--- config.mk ---
export PLATFORM = sky130hd
export DESIGN_NAME = adst_ctrl
export DESIGN_NICKNAME = d
export VERILOG_FILES = /design/src/pkg/adst_pkg.sv /design/src/rtl/adst_ctrl.sv
export SDC_FILE = /design/constraint.sdc
export NUM_CORES = 1
export LEC_CHECK = 0
export ABC_CLOCK_PERIOD_IN_PS = 6850
export BUFFER_PORTS_ARGS = -buffer_cell sky130_fd_sc_hd__buf_2
export CAP_MARGIN = 20
export CORE_ASPECT_RATIO = 1.5
export CORE_MARGIN = 1.5
export CORE_UTILIZATION = 30
export DETAILED_ROUTE_END_ITERATION = 10
export SLEW_MARGIN = 30
export SYNTH_ARGS = -nofsm -noshare
export SYNTH_HDL_FRONTEND = slang
export SYNTH_SLANG_ARGS = --single-unit
--- constraint.sdc ---
create_clock -name core_clk -period 6.85 [get_ports core_clk]
set_clock_uncertainty 0.2 [all_clocks]
set_input_delay 1.0275 -clock core_clk [delete_from_list [all_inputs] [get_ports core_clk]]
set_output_delay 1.0275 -clock core_clk [all_outputs]
set_load 0.03 [all_outputs]
--- src/pkg/adst_pkg.sv ---
// Register map, field positions, reset values and trigger codes of the scan control block
package adst_pkg;
	// Register offsets (byte addresses)
	localparam logic [7:0] CTRL_ONE_OFS   = 8'h00;
	localparam logic [7:0] CTRL_TWO_OFS   = 8'h04;
	localparam logic [7:0] VEC_BASE_OFS   = 8'h08;
	localparam logic [7:0] DMA_BASE_OFS   = 8'h0c;
	localparam logic [7:0] SW_TRIG_OFS    = 8'h10;
	localparam logic [7:0] DRDY_LOW_OFS   = 8'h14;
	localparam logic [7:0] DRDY_HIGH_OFS  = 8'h18;

	// Control one fields
	localparam int TRIG_SEL_LSB    = 16;
	localparam int TRIG_SEL_W      = 5;
	localparam int ENABLE_BIT      = 15;
	localparam int IDLE_STOP_BIT   = 13;
	localparam int PUMP_BIT        = 12;
	localparam int DIV_SENSE_BIT   = 11;
	localparam int DMA_BYP_BIT     = 10;
	localparam int PER_BYP_BIT     = 9;
	localparam int VEC_SHIFT_LSB   = 4;
	localparam int SENS_BIT        = 3;
	localparam int BUF_LEN_LSB     = 0;

	// Control two fields
	localparam int REF_READY_BIT   = 31;
	localparam int REF_FAULT_BIT   = 30;
	localparam int SCAN_DONE_BIT   = 29;
	localparam int CAP_SEL_LSB     = 26;

	// Software trigger register fields
	localparam int SW_EDGE_BIT     = 0;
	localparam int SW_LEVEL_BIT    = 1;

	// Reset values
	localparam logic [31:0] CTRL_ONE_RST = 32'h0000_0000;
	localparam logic [2:0]  CAP_SEL_RST  = 3'h0;
	localparam logic [31:0] BASE_RST     = 32'h0000_0000;

	// Scan trigger select codes
	localparam logic [4:0] TRG_NONE      = 5'h00;
	localparam logic [4:0] TRG_SW_EDGE   = 5'h01;
	localparam logic [4:0] TRG_SW_LEVEL  = 5'h02;
	localparam logic [4:0] TRG_SCAN      = 5'h03;
	localparam logic [4:0] TRG_EXT_IRQ0  = 5'h04;
	localparam logic [4:0] TRG_TMR_FIRST = 5'h05;
	localparam logic [4:0] TRG_TMR_LAST  = 5'h07;
	localparam logic [4:0] TRG_PWM_FIRST = 5'h08;
	localparam logic [4:0] TRG_PWM_LAST  = 5'h0f;
	localparam logic [4:0] TRG_OC_FIRST  = 5'h10;
	localparam logic [4:0] TRG_OC_LAST   = 5'h13;
	localparam logic [4:0] TRG_CTU_TRIP  = 5'h14;
	localparam logic [4:0] TRG_CL_FIRST  = 5'h18;
	localparam logic [4:0] TRG_CL_LAST   = 5'h1d;

	// Pin synchroniser depth
	localparam int SYNC_STAGES     = 3;
endpackage

--- src/rtl/adst_ctrl.sv ---
// Scan trigger, enable, vector, DMA sizing and reference status control of the converter unit
//
// Implementation choices: the address-and-strobe port and the address map.

// How it works
// - Codes 0-7: none, software, scan, irq, timers
// - Codes 8-20 PWM, compare, trip; 24-29 CL; rest reserved
// - Scan trigger drives upper inputs only
// - Enable bit 15 turns module on
// - Idle stop bit halts module in idle
// - Bit 12 drives input charge pump, off
// - Bit 11 enables capacitive divider operation
// - Bit 10 bypasses DMA clock synchronisers
// - Bit 9 bypasses bus clock synchronisers
// - Vector read: base plus shifted lowest ID
// - Vector shift field gives zero to seven
// - Level mode rescans while selected trigger high
// - Edge mode: one scan per rising edge
// - DMA start: base plus ID shifted length+1
// - Buffer length gives two-power locations
// - Reference ready set by hardware, zero off
// - Fault sets while on, clears off ready
// - Scan done sets at end, read clears
// - Divider capacitor select drives shared inputs
module adst_ctrl (
	// Clock and reset
	input  wire logic        core_clk,
	input  wire logic        nrst,
	// Register port
	input  wire logic [7:0]  regAddr,
	input  wire logic [31:0] regWrData,
	input  wire logic        regWrite,
	input  wire logic        regRead,
	output logic      [31:0] regRdData,
	// Trigger sources, bit n belongs to select code n
	input  wire logic [31:0] trigSources,
	// Converter side
	input  wire logic        idleMode,
	input  wire logic        scanComplete,
	input  wire logic [31:0] inputReadyLow,
	input  wire logic [31:0] inputReadyHigh,
	output logic             scanStart,
	// Analog reference status pins
	input  wire logic        refReadyPin,
	input  wire logic        refFaultPin,
	// DMA address query
	input  wire logic [5:0]  dmaChanId,
	output logic      [31:0] dmaStartAddr,
	// Static controls
	output logic             moduleRun,
	output logic             inputPumpEnable,
	output logic             dividerSenseEnable,
	output logic             dmaClockSyncBypass,
	output logic             periphClockSyncBypass,
	output logic      [2:0]  dividerCapSelect
);

	logic [31:0] ctrlOne_q;
	logic [2:0]  capSel_q;
	logic [31:0] vecBase_q;
	logic [31:0] dmaBase_q;
	logic        swLevel_q;
	logic        swEdge_q;
	logic        refFault_q;
	logic        scanDone_q;
	logic        trigPrev_q;
	logic        pending_q;
	logic        active_q;
	logic        scanStart_q;
	logic [31:0] rdData_q;
	logic [31:0] dmaAddr_q;

	logic [4:0]  trigSel;
	logic [2:0]  vecShift;
	logic [2:0]  bufLen;
	logic        enable;
	logic        running;
	logic        levelMode;
	logic        trigLevel;
	logic        trigRise;
	logic        startNow;
	logic        refReadySync;
	logic        refFaultSync;
	logic        refReadyFlag;
	logic        wrHit;
	logic [31:0] vecRead;
	logic [31:0] ctrlOneRead;
	logic [31:0] ctrlTwoRead;

	// Lowest set input ID among the 64 data-ready flags
	function automatic logic [5:0] lowestId(input logic [63:0] flags);
		logic [5:0] id;
		id = 6'h00;
		for (int i = 63; i >= 0; i--) begin
			if (flags[i]) begin
				id = 6'(i);
			end
		end
		return id;
	endfunction

	// Register-port address match
	function automatic logic hit(input logic [7:0] addr, input logic [7:0] ofs);
		return addr == ofs;
	endfunction

	// Writable bits of control one; the rest is not stored and reads zero
	function automatic logic [31:0] ctrlOneMask();
		logic [31:0] m;
		m = 32'h0000_0000;
		m[adst_pkg::TRIG_SEL_LSB +: adst_pkg::TRIG_SEL_W] = 5'h1f;
		m[adst_pkg::ENABLE_BIT]    = 1'b1;
		m[adst_pkg::IDLE_STOP_BIT] = 1'b1;
		m[adst_pkg::PUMP_BIT]      = 1'b1;
		m[adst_pkg::DIV_SENSE_BIT] = 1'b1;
		m[adst_pkg::DMA_BYP_BIT]   = 1'b1;
		m[adst_pkg::PER_BYP_BIT]   = 1'b1;
		m[adst_pkg::VEC_SHIFT_LSB +: 3] = 3'h7;
		m[adst_pkg::SENS_BIT]      = 1'b1;
		m[adst_pkg::BUF_LEN_LSB +: 3]   = 3'h7;
		return m;
	endfunction

	assign trigSel   = ctrlOne_q[adst_pkg::TRIG_SEL_LSB +: adst_pkg::TRIG_SEL_W];
	assign vecShift  = ctrlOne_q[adst_pkg::VEC_SHIFT_LSB +: 3];
	assign bufLen    = ctrlOne_q[adst_pkg::BUF_LEN_LSB +: 3];
	assign levelMode = ctrlOne_q[adst_pkg::SENS_BIT];
	assign enable    = ctrlOne_q[adst_pkg::ENABLE_BIT];
	assign running   = enable && !(ctrlOne_q[adst_pkg::IDLE_STOP_BIT] && idleMode);
	assign wrHit     = regWrite;

	// Analog status pins: three stages, a change counts once the last two agree
	genvar g;
	generate
		for (g = 0; g < 2; g++) begin : gSync
			logic [adst_pkg::SYNC_STAGES-1:0] stage_q;
			// Filter kept per lane so that each lane has a driver of its own
			logic                             filt_q;
			always_ff @(posedge core_clk or negedge nrst) begin
				if (!nrst) begin
					stage_q <= '0;
					filt_q  <= 1'b0;
				end else begin
					stage_q <= {stage_q[adst_pkg::SYNC_STAGES-2:0], (g == 0) ? refReadyPin : refFaultPin};
					if (stage_q[1] == stage_q[2]) begin
						filt_q <= stage_q[2];
					end
				end
			end
		end
	endgenerate
	assign refReadySync = gSync[0].filt_q;
	assign refFaultSync = gSync[1].filt_q;

	// Ready flag is forced low while the module is off
	assign refReadyFlag = enable && refReadySync;

	// Trigger source decode; reserved codes select nothing
	always_comb begin
		trigLevel = 1'b0;
		if (trigSel == adst_pkg::TRG_SW_EDGE) begin
			trigLevel = swEdge_q;
		end else if (trigSel == adst_pkg::TRG_SW_LEVEL) begin
			trigLevel = swLevel_q;
		end else if (trigSel == adst_pkg::TRG_SCAN || trigSel == adst_pkg::TRG_EXT_IRQ0 ||
				(trigSel >= adst_pkg::TRG_TMR_FIRST && trigSel <= adst_pkg::TRG_TMR_LAST)) begin
			trigLevel = trigSources[trigSel];
		end else if ((trigSel >= adst_pkg::TRG_PWM_FIRST && trigSel <= adst_pkg::TRG_OC_LAST) ||
				trigSel == adst_pkg::TRG_CTU_TRIP ||
				(trigSel >= adst_pkg::TRG_CL_FIRST && trigSel <= adst_pkg::TRG_CL_LAST)) begin
			trigLevel = trigSources[trigSel];
		end
	end

	assign trigRise = trigLevel && !trigPrev_q;
	// Level mode keeps restarting while the source stays high; edge mode waits for a latched edge
	assign startNow = running && !active_q && (levelMode ? trigLevel : pending_q);

	// Control one; turbo, format and resolution bits are outside this block and read zero
	always_ff @(posedge core_clk or negedge nrst) begin
		if (!nrst) begin
			ctrlOne_q <= adst_pkg::CTRL_ONE_RST;
		end else if (wrHit && hit(regAddr, adst_pkg::CTRL_ONE_OFS)) begin
			ctrlOne_q <= regWrData & ctrlOneMask();
		end
	end

	// Control two writable part
	always_ff @(posedge core_clk or negedge nrst) begin
		if (!nrst) begin
			capSel_q <= adst_pkg::CAP_SEL_RST;
		end else if (wrHit && hit(regAddr, adst_pkg::CTRL_TWO_OFS)) begin
			capSel_q <= regWrData[adst_pkg::CAP_SEL_LSB +: 3];
		end
	end

	// Base registers
	always_ff @(posedge core_clk or negedge nrst) begin
		if (!nrst) begin
			vecBase_q <= adst_pkg::BASE_RST;
			dmaBase_q <= adst_pkg::BASE_RST;
		end else begin
			if (wrHit && hit(regAddr, adst_pkg::VEC_BASE_OFS)) begin
				vecBase_q <= regWrData;
			end
			if (wrHit && hit(regAddr, adst_pkg::DMA_BASE_OFS)) begin
				dmaBase_q <= regWrData;
			end
		end
	end

	// Software triggers: the edge bit is a one-cycle pulse, the level bit holds
	always_ff @(posedge core_clk or negedge nrst) begin
		if (!nrst) begin
			swEdge_q  <= 1'b0;
			swLevel_q <= 1'b0;
		end else begin
			swEdge_q <= wrHit && hit(regAddr, adst_pkg::SW_TRIG_OFS) && regWrData[adst_pkg::SW_EDGE_BIT];
			if (wrHit && hit(regAddr, adst_pkg::SW_TRIG_OFS)) begin
				swLevel_q <= regWrData[adst_pkg::SW_LEVEL_BIT];
			end
		end
	end

	// Scan sequencing; one scan in flight at a time
	always_ff @(posedge core_clk or negedge nrst) begin
		if (!nrst) begin
			trigPrev_q  <= 1'b0;
			pending_q   <= 1'b0;
			active_q    <= 1'b0;
			scanStart_q <= 1'b0;
		end else begin
			trigPrev_q  <= trigLevel;
			scanStart_q <= startNow;
			if (!enable || levelMode) begin
				pending_q <= 1'b0;
			end else if (trigRise) begin
				pending_q <= 1'b1;
			end else if (startNow) begin
				pending_q <= 1'b0;
			end
			if (!enable) begin
				active_q <= 1'b0;
			end else if (startNow) begin
				active_q <= 1'b1;
			end else if (scanComplete) begin
				active_q <= 1'b0;
			end
		end
	end

	// Reference fault: a new fault wins over the clear condition
	always_ff @(posedge core_clk or negedge nrst) begin
		if (!nrst) begin
			refFault_q <= 1'b0;
		end else if (enable && refFaultSync) begin
			refFault_q <= 1'b1;
		end else if (!enable && refReadySync) begin
			refFault_q <= 1'b0;
		end
	end

	// Scan done: completion in the read cycle keeps the flag set
	always_ff @(posedge core_clk or negedge nrst) begin
		if (!nrst) begin
			scanDone_q <= 1'b0;
		end else if (scanComplete && active_q) begin
			scanDone_q <= 1'b1;
		end else if (regRead && hit(regAddr, adst_pkg::CTRL_TWO_OFS)) begin
			scanDone_q <= 1'b0;
		end
	end

	// Vector read value from the lowest pending input
	assign vecRead = vecBase_q + (32'(lowestId({inputReadyHigh, inputReadyLow})) << vecShift);

	// DMA buffer start: two-power locations of two bytes each per input
	always_ff @(posedge core_clk or negedge nrst) begin
		if (!nrst) begin
			dmaAddr_q <= adst_pkg::BASE_RST;
		end else begin
			dmaAddr_q <= dmaBase_q + (32'(dmaChanId) << (4'(bufLen) + 4'h1));
		end
	end

	assign ctrlOneRead = ctrlOne_q;
	always_comb begin
		ctrlTwoRead = 32'h0000_0000;
		ctrlTwoRead[adst_pkg::REF_READY_BIT]  = refReadyFlag;
		ctrlTwoRead[adst_pkg::REF_FAULT_BIT]  = refFault_q;
		ctrlTwoRead[adst_pkg::SCAN_DONE_BIT]  = scanDone_q;
		ctrlTwoRead[adst_pkg::CAP_SEL_LSB +: 3] = capSel_q;
	end

	// Read data stand one cycle after the strobe; unmapped offsets read zero
	always_ff @(posedge core_clk or negedge nrst) begin
		if (!nrst) begin
			rdData_q <= 32'h0000_0000;
		end else if (regRead) begin
			unique case (regAddr)
				adst_pkg::CTRL_ONE_OFS:  rdData_q <= ctrlOneRead;
				adst_pkg::CTRL_TWO_OFS:  rdData_q <= ctrlTwoRead;
				adst_pkg::VEC_BASE_OFS:  rdData_q <= vecRead;
				adst_pkg::DMA_BASE_OFS:  rdData_q <= dmaBase_q;
				adst_pkg::SW_TRIG_OFS:   rdData_q <= {30'h0000_0000, swLevel_q, 1'b0};
				adst_pkg::DRDY_LOW_OFS:  rdData_q <= inputReadyLow;
				adst_pkg::DRDY_HIGH_OFS: rdData_q <= inputReadyHigh;
				default:                 rdData_q <= 32'h0000_0000;
			endcase
		end else begin
			rdData_q <= 32'h0000_0000;
		end
	end

	assign regRdData             = rdData_q;
	assign scanStart             = scanStart_q;
	assign dmaStartAddr          = dmaAddr_q;
	assign moduleRun             = running;
	assign inputPumpEnable       = ctrlOne_q[adst_pkg::PUMP_BIT];
	assign dividerSenseEnable    = ctrlOne_q[adst_pkg::DIV_SENSE_BIT];
	assign dmaClockSyncBypass    = ctrlOne_q[adst_pkg::DMA_BYP_BIT];
	assign periphClockSyncBypass = ctrlOne_q[adst_pkg::PER_BYP_BIT];
	assign dividerCapSelect      = capSel_q;

endmodule

Word-level counts from Yosys, hierarchy flattened
Index checks and enable logic that the tools add are counted.
W data, S select, Z words.
{"block": "op_classes", "addsub": 3, "n_lt_le_gt_ge": 7, "eq_ne": 14, "n_shift": 2, "n_mux": 83, "reduce_logical": 32}
{"operator": "$mux W6", "n": 64}
{"operator": "$pmux W32 S7", "n": 1}
{"operator": "$add A32 B32 Y32", "n": 2}
{"operator": "$mux W32", "n": 1}
{"operator": "$shl A6 B3 Y32", "n": 1}
{"operator": "$shl A6 B4 Y32", "n": 1}
{"operator": "$eq A8 B5 Y1 const B", "n": 3}
{"operator": "$logic_and A1 B1 Y1", "n": 19}
{"operator": "$eq A8 B4 Y1 const B", "n": 2}
{"operator": "$mux W1", "n": 16}
{"operator": "$eq A5 B2 Y1 const B", "n": 2}
{"operator": "$le A5 B5 Y1 const B", "n": 2}
{"operator": "$eq A8 B3 Y1 const B", "n": 1}
{"operator": "$logic_not A8 Y1", "n": 1}
{"operator": "$lt A5 B6 Y1 const B", "n": 1}
{"operator": "$bmux W1 S5", "n": 1}
{"operator": "$eq A5 B1 Y1 const B", "n": 1}
{"operator": "$eq A5 B3 Y1 const B", "n": 1}
{"operator": "$eq A5 B5 Y1 const B", "n": 1}
{"operator": "$ge A5 B3 Y1 const B", "n": 1}
{"operator": "$ge A5 B4 Y1 const B", "n": 1}
{"operator": "$ge A5 B5 Y1 const B", "n": 1}
{"operator": "$le A5 B3 Y1 const B", "n": 1}
{"operator": "$logic_or A1 B1 Y1", "n": 5}
{"operator": "6 further kinds", "n": 11}
{"block": "word_totals", "reg_bits": 165, "output_inout_bits": 73, "wordCells": 159}

Longest topological paths before layout
Gate-level depths: netlist (run 1).
{"block": "depth", "ltp_word": 68, "ltp_mapped": 19, "depth_no_buf": 19}

Worst setup path after synthesis (run 1)
Ideal clock, no wire load.
{"block": "synth_timing", "path_type": "input to register", "start": "input port inputReadyHigh[27]", "end": "register rdData_q[14], in the netlist regRdData[14]", "setup_time_ns": 0.138, "arrival_time_ns": 4.363, "t_required_ns": 6.512, "setup_slack_ns": 2.149, "path_stages": 16, "path_buffers": 0, "cell_sequence": "or4_4 > o21ai_0 > a21oi_1 > o21ai_0 > a21oi_1 > o31ai_2 > mux2i_1 > o221ai_1 > ha_1 > a21o_1 > or2_2 > o21a_1 > o21ai_1 > nand2b_1 > xor2_1 > o22ai_1"}
{"block": "synth_between", "elab_chain_cells": 64}
{"item": "start: declaration", "line": "adst_ctrl.sv:41", "source": "input wire logic [31:0] inputReadyHigh,"}
{"item": "$mux W6 (60 in series)", "line": "adst_ctrl.sv:95", "source": "if (flags[i]) begin"}
{"item": "$shl A6 B3 Y32", "line": "adst_ctrl.sv:275", "source": "assign vecRead = vecBase_q + (32'(lowestId({inputReadyHigh, inputReadyLow})) << vecShift);"}
{"item": "$add A32 B32 Y32", "line": "adst_ctrl.sv:275"}
{"item": "$pmux W32 S7", "line": "adst_ctrl.sv:300", "source": "unique case (regAddr)"}
{"item": "$mux W32", "line": "adst_ctrl.sv:299", "source": "end else if (regRead) begin"}
{"item": "end signal: assignment", "line": "adst_ctrl.sv:301", "source": "adst_pkg::CTRL_ONE_OFS: rdData_q <= ctrlOneRead;"}
{"item": "end signal: assignment", "line": "adst_ctrl.sv:302", "source": "adst_pkg::CTRL_TWO_OFS: rdData_q <= ctrlTwoRead;"}
{"item": "end signal: assignment", "line": "adst_ctrl.sv:303", "source": "adst_pkg::VEC_BASE_OFS: rdData_q <= vecRead;"}
{"item": "end: declaration", "line": "adst_ctrl.sv:70", "source": "logic [31:0] rdData_q;"}
Every way passes these cells.
A chain may end at the register's enable or synchronous reset.

Worst setup path in the final report (run 1)
{"block": "layout_timing", "start": "input port inputReadyLow[6]", "end": "register rdData_q[28], in the netlist regRdData[28]"}
{"block": "layout_between", "elab_chain_cells": 11}
{"item": "start: declaration", "line": "adst_ctrl.sv:40", "source": "input wire logic [31:0] inputReadyLow,"}
{"item": "$mux W6 (7 in series)", "line": "adst_ctrl.sv:95"}
{"item": "$shl A6 B3 Y32", "line": "adst_ctrl.sv:275"}
{"item": "$add A32 B32 Y32", "line": "adst_ctrl.sv:275"}
{"item": "$pmux W32 S7", "line": "adst_ctrl.sv:300"}
{"item": "$mux W32", "line": "adst_ctrl.sv:299"}
Every way passes these cells.

==> flow_summary_export.csv, run 1 <==
group,metric,value,unit
clock_network,cts_resized,0,
floorplanning,start_util,30.7,%
timing,worst_slew_pin_slew,1050,ps
clock_network,h-tree-depth,4,
global_route,grt_pass1_vias,9206,
cells_and_area,fin_nets,1399,
critical_path,arrival,5440,ps
timing,setup_viol,0,
global_route,antenna_found_initial,6,
clock_network,cts_hold_buffers,0,
power,powerDensity,192,nW/um^2
critical_path,slowest_delay,570,ps
critical_path,worstPathRequired,6970,ps
critical_path,r2r-start,"ctrlOneRead[0]",
clock_network,clk_pin_slew,70,ps
clock_network,cts_tree,"built",
clock_network,cts-root-buf,"clkbuf_16",
floorplanning,fp.dieH,227,um
global_route,grt.overflow.total,0,
clock_network,clockBufferDepth,2,
critical_path,worstPathCellList,"buf_2, nor2b_1, o21bai_1, a21oi_1, nor4_1, o2111ai_1, o21ai_1, mux2i_1, or2_2, fa_1, nor2b_1, o21ai_0, a21oi_1, o21a_1, o21ai_1, buf_4, nor4_1, xnor2_1, o21ai_0",
power,leakage,5.76,nW
drt,routedWlPerCell,22.2,um
synth,synthCells,997,
critical_path,cp_top_family,"compound AO/OA/AOI/OAI gates",
synth,yosys_warnings,0,
synth,ys_ff_latch,165,
synth,seq_area_frac_synth,41.1,%
floorplanning,core,32700,um^2
timing,rsz0062_at_grt,"false",
critical_path,critPathKind,"input port to flop",
synth,ys_types,76,
critical_path,critPathLaunchType,"input port",
clock_network,cts_setup_buffers,0,
floorplanning,rows,81,
floorplanning,io_pins,223,
critical_path,r2r_slack,1610,ps
drt,wl,36500,um
synth,ys_async_sr_fraction,100,%
synth,synthAdderAreaFrac,5.21,%
global_route,busiest_layer,"met2",
global_route,use_met3,5.44,%
floorplanning,die_x,152,um
synth,synth_nets,1186,
critical_path,cp.depth,19,
floorplanning,die_area,34600,um^2
timing,max_slew_margin,30.1,%
critical_path,r2r_cells,14,
hold_path,min_path_type,"flop to flop",
critical_path,crit_end,"regRdData[28]",
global_route,groute.usage.overall,21.3,%
clock_network,clock_sinks,165,
cells_and_area,drive_gt1_share,30.6,%
cells_and_area,area_delta_synth_final,21.3,%
place,hpwl,29000,um
clock_network,cts_buffers,17,
global_route,grt_pass1_wl,55000,um
drt,ant_nets,0,
critical_path,path_buf_inv,2,
drt,drtIter0Drc,754,
drt,drc,0,
synth,synth_xor_xnor_area_share,4.89,%
cells_and_area,fillers,3337,
global_route,use_met2,37.8,%
place,port_buffers,220,
cells_and_area,layout_commonest_cell,"buf_2",
timing,hold_violations,0,
flow_run,cap_violations,0,
cells_and_area,layout_common_cells,"buf_2, dfrtp_1, mux2_2",
clock_network,clock_latency,460,ps
synth,netlist_area,10000,um^2
place,gp_congestion,0.932,
timing,finalMaxSlewViolations,0,
critical_path,crit_fanout,9,
timing,clock.fmax,0.188,GHz
timing,period_share,77.7,%
global_route,grt_max_degree,102,
drt,dr_total_vias,9029,
power,vdd.ir_drop.worst,0.127,mV
synth,synthMuxAreaShare,13.1,%
critical_path,setup.worst_path.end_class,"flop",
critical_path,setup.worst_path.start,"inputReadyLow[6]",
global_route,met1_usage,23.9,%
synth,synth_top_family_by_area,"compound AO/OA/AOI/OAI gates",
drt,vias_per_cell,5.51,
drt,drt_first_pass_iters,5,
critical_path,r2r-end,"dmaStartAddr[31]",
synth,dominantRegCellSynth,"dfrtp_1",
timing,whs,149,ps
timing,fin_crit,5320,ps
critical_path,cp_slowest_cell,"nor4_1",
synth,synth-simple-area-share,14.7,%
timing,tns,0,ps
synth,synth_edf_count,0,
synth,syn-mean-instance-area,10.1,um^2
status,status,"finished, final reports clean",
synth,synth_compound_area_share,18.3,%
power breakdown:
group          internal (mW)  switching [mW]  total [mW]
registers               1.02          0.0445        1.06
logic                  0.130           0.205       0.335
clock network          0.508           0.435       0.943
worst min-delay path by stage:
stage / from / endpoint / slack (ps) / cells after the start
2_1_floorplan: gSync[0].stage_q[0] / gSync[0].stage_q[1] / 130 / 0
3_3_place_gp: gSync[0].stage_q[0] / gSync[0].stage_q[1] / 140 / 0
3_5_place_dp: gSync[0].stage_q[0] / gSync[0].stage_q[1] / 140 / 0
4_1_cts: gSync[0].stage_q[0] / gSync[0].stage_q[1] / 150 / 0
5_1_grt: gSync[0].stage_q[0] / gSync[0].stage_q[1] / 150 / 0
6_report: gSync[0].stage_q[0] / gSync[0].stage_q[1] / 150 / 0
stage by stage:
stage                     util (%)  cell area, um^2  worst slack, ps  power, mW  instances
after floorplan                  -            10000             2150       1.25        997
after global placement        35.4            11600             1130       1.41       1606
after detailed placement      35.4            11600             1110       1.41       1606
after CTS                     37.2            12200             1590       2.37       1638
after global routing          37.2            12200             1300       2.44       1640
final                         37.2            12200             1530       2.34       1640
sequential cells by signal (all words and copies together) (netlist names):
| signal | count |
|---|---|
| regRdData | 32 |
| scanStart | 1 |
| active_q | 1 |
| ctrlOneRead | 18 |
| dmaBase_q | 32 |
| swLevel_q | 1 |
| trigPrev_q | 1 |
| vecBase_q | 32 |
| swEdge_q | 1 |
| refFault_q | 1 |
| pending_q | 1 |
| scanDone_q | 1 |
| gSync.filt_q | 2 |
| dividerCapSelect | 3 |
| dmaStartAddr | 32 |
| gSync.stage_q | 6 |
Yosys cell counts (all sizes together), types with 27 or more instances:
library cell | number | area [um^2]
o21ai | 41 | 205
nor3 | 30 | 150
nor4 | 27 | 184
nand2 | 61 | 231
ha | 37 | 463
inv | 31 | 116
mux2 | 89 | 1000
a21oi | 60 | 300
dfrtp | 165 | 4130
clkbuf | 27 | 111
nor2 | 88 | 330
a22oi | 31 | 238
xnor2 | 39 | 342
kinds of logic after synthesis:
group,Yosys count
fa+ha+maj,41
flops,165
xor+xnor,56
buf+inv,66
compound gates,268
other cells,1
mux,105
simple gates,295
layout make-up:
cell class / count / area (um^2) / area share (%)
sequential: 165 / 4130 / 33.9
timing repair buffer: 229 / 1180 / 9.67
multi-input combinational: 766 / 5660 / 46.5
antenna: 2 / 5.00 / 0.0411
clock inverter: 15 / 148 / 1.21
inverter: 31 / 116 / 0.956
tap: 415 / 519 / 4.26
clock buffer: 17 / 425 / 3.49
worst register-to-register path: cells and delay by family (launching register included):
kind,cells,cell delay (ps)
xor+xnor,2,920
simple gates,3,360
flops,1,560
fa+ha+maj,2,690
compound gates,7,2390
routing by layer:
| metal | up-vias | wire length, um |
|---|---|---|
| met1 | 4445 | 13800 |
| met2 | 339 | 18700 |
| met5 | - | 49 |
| li1 | 4165 | - |
| met4 | 8 | 1620 |
| met3 | 72 | 2260 |
No activity file was read; power rests on OpenSTA's default activity.
==> inputs of run 2 (changes only) <==
ABC_CLOCK_PERIOD_IN_PS = 4400   (was 6850)
clock period = 4.4 ns   (was 6.85 ns; I/O delays follow)
==> flow_summary_export.csv, run 2 (synthesis results as in run 1) <==
group,metric,value,unit
drt,vias_per_cell,5.44,
status,status,"finished, final reports clean",
cells_and_area,layout_common_cells,"buf_2, dfrtp_1, buf_4",
critical_path,worstPathCellList,"buf_6, buf_6, or4_4, o211ai_1, a41o_1, a31oi_4, o21a_1, a21o_1, a22oi_2, o22ai_2, ha_2, a21o_1, or2_4, o21a_1, o21ai_4, buf_6, nand2b_4, xor2_1, o22ai_1",
drt,dr_total_vias,9620,
cells_and_area,area_delta_synth_final,34.4,%
clock_network,clk_pin_slew,70,ps
global_route,grt.overflow.total,0,
timing,max_slew_margin,32.8,%
place,gp_congestion,0.951,
clock_network,clock_sinks,165,
clock_network,h-tree-depth,4,
global_route,antenna_found_initial,4,
timing,period_share,98.1,%
critical_path,crit_top_cell,"buf_6",
drt,ant_nets,0,
drt,drtIter0Drc,646,
floorplanning,start_util,30.7,%
critical_path,worstPathRequired,4500,ps
cells_and_area,fin_nets,1527,
clock_network,clockBufferDepth,2,
power,vdd.ir_drop.worst,0.212,mV
power,finalPower,3.92,mW
clock_network,clock_latency,460,ps
cells_and_area,final_cells,1767,
critical_path,critPathLaunchType,"input port",
clock_network,cts_buffers,17,
drt,wl,38900,um
critical_path,setup.worst_path.start,"inputReadyHigh[28]",
place,dp.cells,1731,
drt,routedWlPerCell,22.0,um
timing,hold_violations,0,
drt,drt_first_pass_iters,8,
clock_network,cts-root-buf,"clkbuf_16",
power,powerDensity,290,nW/um^2
critical_path,arrival,4410,ps
floorplanning,rows,81,
global_route,groute.usage.overall,22.5,%
floorplanning,core,32700,um^2
timing,worst_slew_pin_slew,1000,ps
critical_path,critPathKind,"input port to flop",
critical_path,crit_fanout,5,
place,hpwl,30800,um
power,leakage,6.49,nW
cells_and_area,multi_input_area,5890,um^2
critical_path,r2r_slack,270,ps
clock_network,cts_tree,"built",
critical_path,cp_slowest_cell,"or4_4",
place,dp_slack,-564,ps
floorplanning,die_area,34600,um^2
cells_and_area,layout_commonest_cell,"buf_2",
global_route,grt_pass1_wl,58100,um
global_route,grt_max_degree,91,
critical_path,r2r_cells,15,
flow_run,cap_violations,0,
hold_path,min_path_type,"input port to async pin",
timing,clock.fmax,0.232,GHz
place,place_area,12500,um^2
cells_and_area,final_cell_area,13500,um^2
timing,whs,78.6,ps
floorplanning,io_pins,223,
floorplanning,die_x,152,um
place,port_buffers,220,
critical_path,slowest_delay,540,ps
drt,drc,0,
critical_path,r2r-start,"ctrlOneRead[0]",
timing,tns,0,ps
timing,finalMaxSlewViolations,0,
global_route,grt_pass1_vias,9757,
floorplanning,fp.dieH,227,um
timing,setup_viol,0,
cells_and_area,fillers,3232,
critical_path,setup.worst_path.end_class,"flop",
cells_and_area,drive_gt1_share,39.9,%
cells_and_area,fin_util,41.2,%
timing,fin_crit,4310,ps
timing,finalWorstSetupSlack,85.4,ps
cells_and_area,ff_latch_area,4130,um^2
-- run 2: area by class of cell --
type	count	area share (%)
Sequential cell	165	30.6
Tap cell	415	3.85
Clock buffer	19	3.29
Inverter	31	0.863
Timing Repair Buffer	357	16.2
Antenna cell	1	0.0186
Multi-Input combinational cell	766	43.7
Clock inverter	13	1.46
-- run 2: metal layers --
layer	GRT usage (%)	wire length [um]
met1	24.8	14600
met2	41.0	20300
met3	5.10	2240
met4	10.2	1690
met5	0	32
-- run 2: path summary, 6_finish.rpt --
check	end
worst max-delay path	regRdData[14]
worst min-delay path	dmaStartAddr[22]
worst max register to register	dmaStartAddr[24]
worst min register to register	gSync[0].stage_q[1]
max in group asynchronous	regRdData[2]
min in group core_clk	gSync[0].stage_q[0]
-- run 2: where the power goes --
group          switching [mW]  internal, mW  total (mW)
logic                   0.344         0.264       0.608
registers              0.0698          1.59        1.66
clock network           0.677         0.975        1.65
-- run 2: what timing repair did --
action / CTS / global route
resized for setup: 4 / 56
hold buffers: 0 / 0
pin swaps: 0 / 25
gates cloned: 0 / 1
setup endpoints to repair: 9 / 26
buffers inserted: 0 / 3
-- run 2: worst max-delay path, delay by kind of cell --
kind,cells,cell delay (ps)
adders and majority gates,1,240
AOI/OAI and AO/OA,11,2050
buffers and inverters,3,390
and+or+nand+nor,3,920
xor gates and xnor gates,1,140
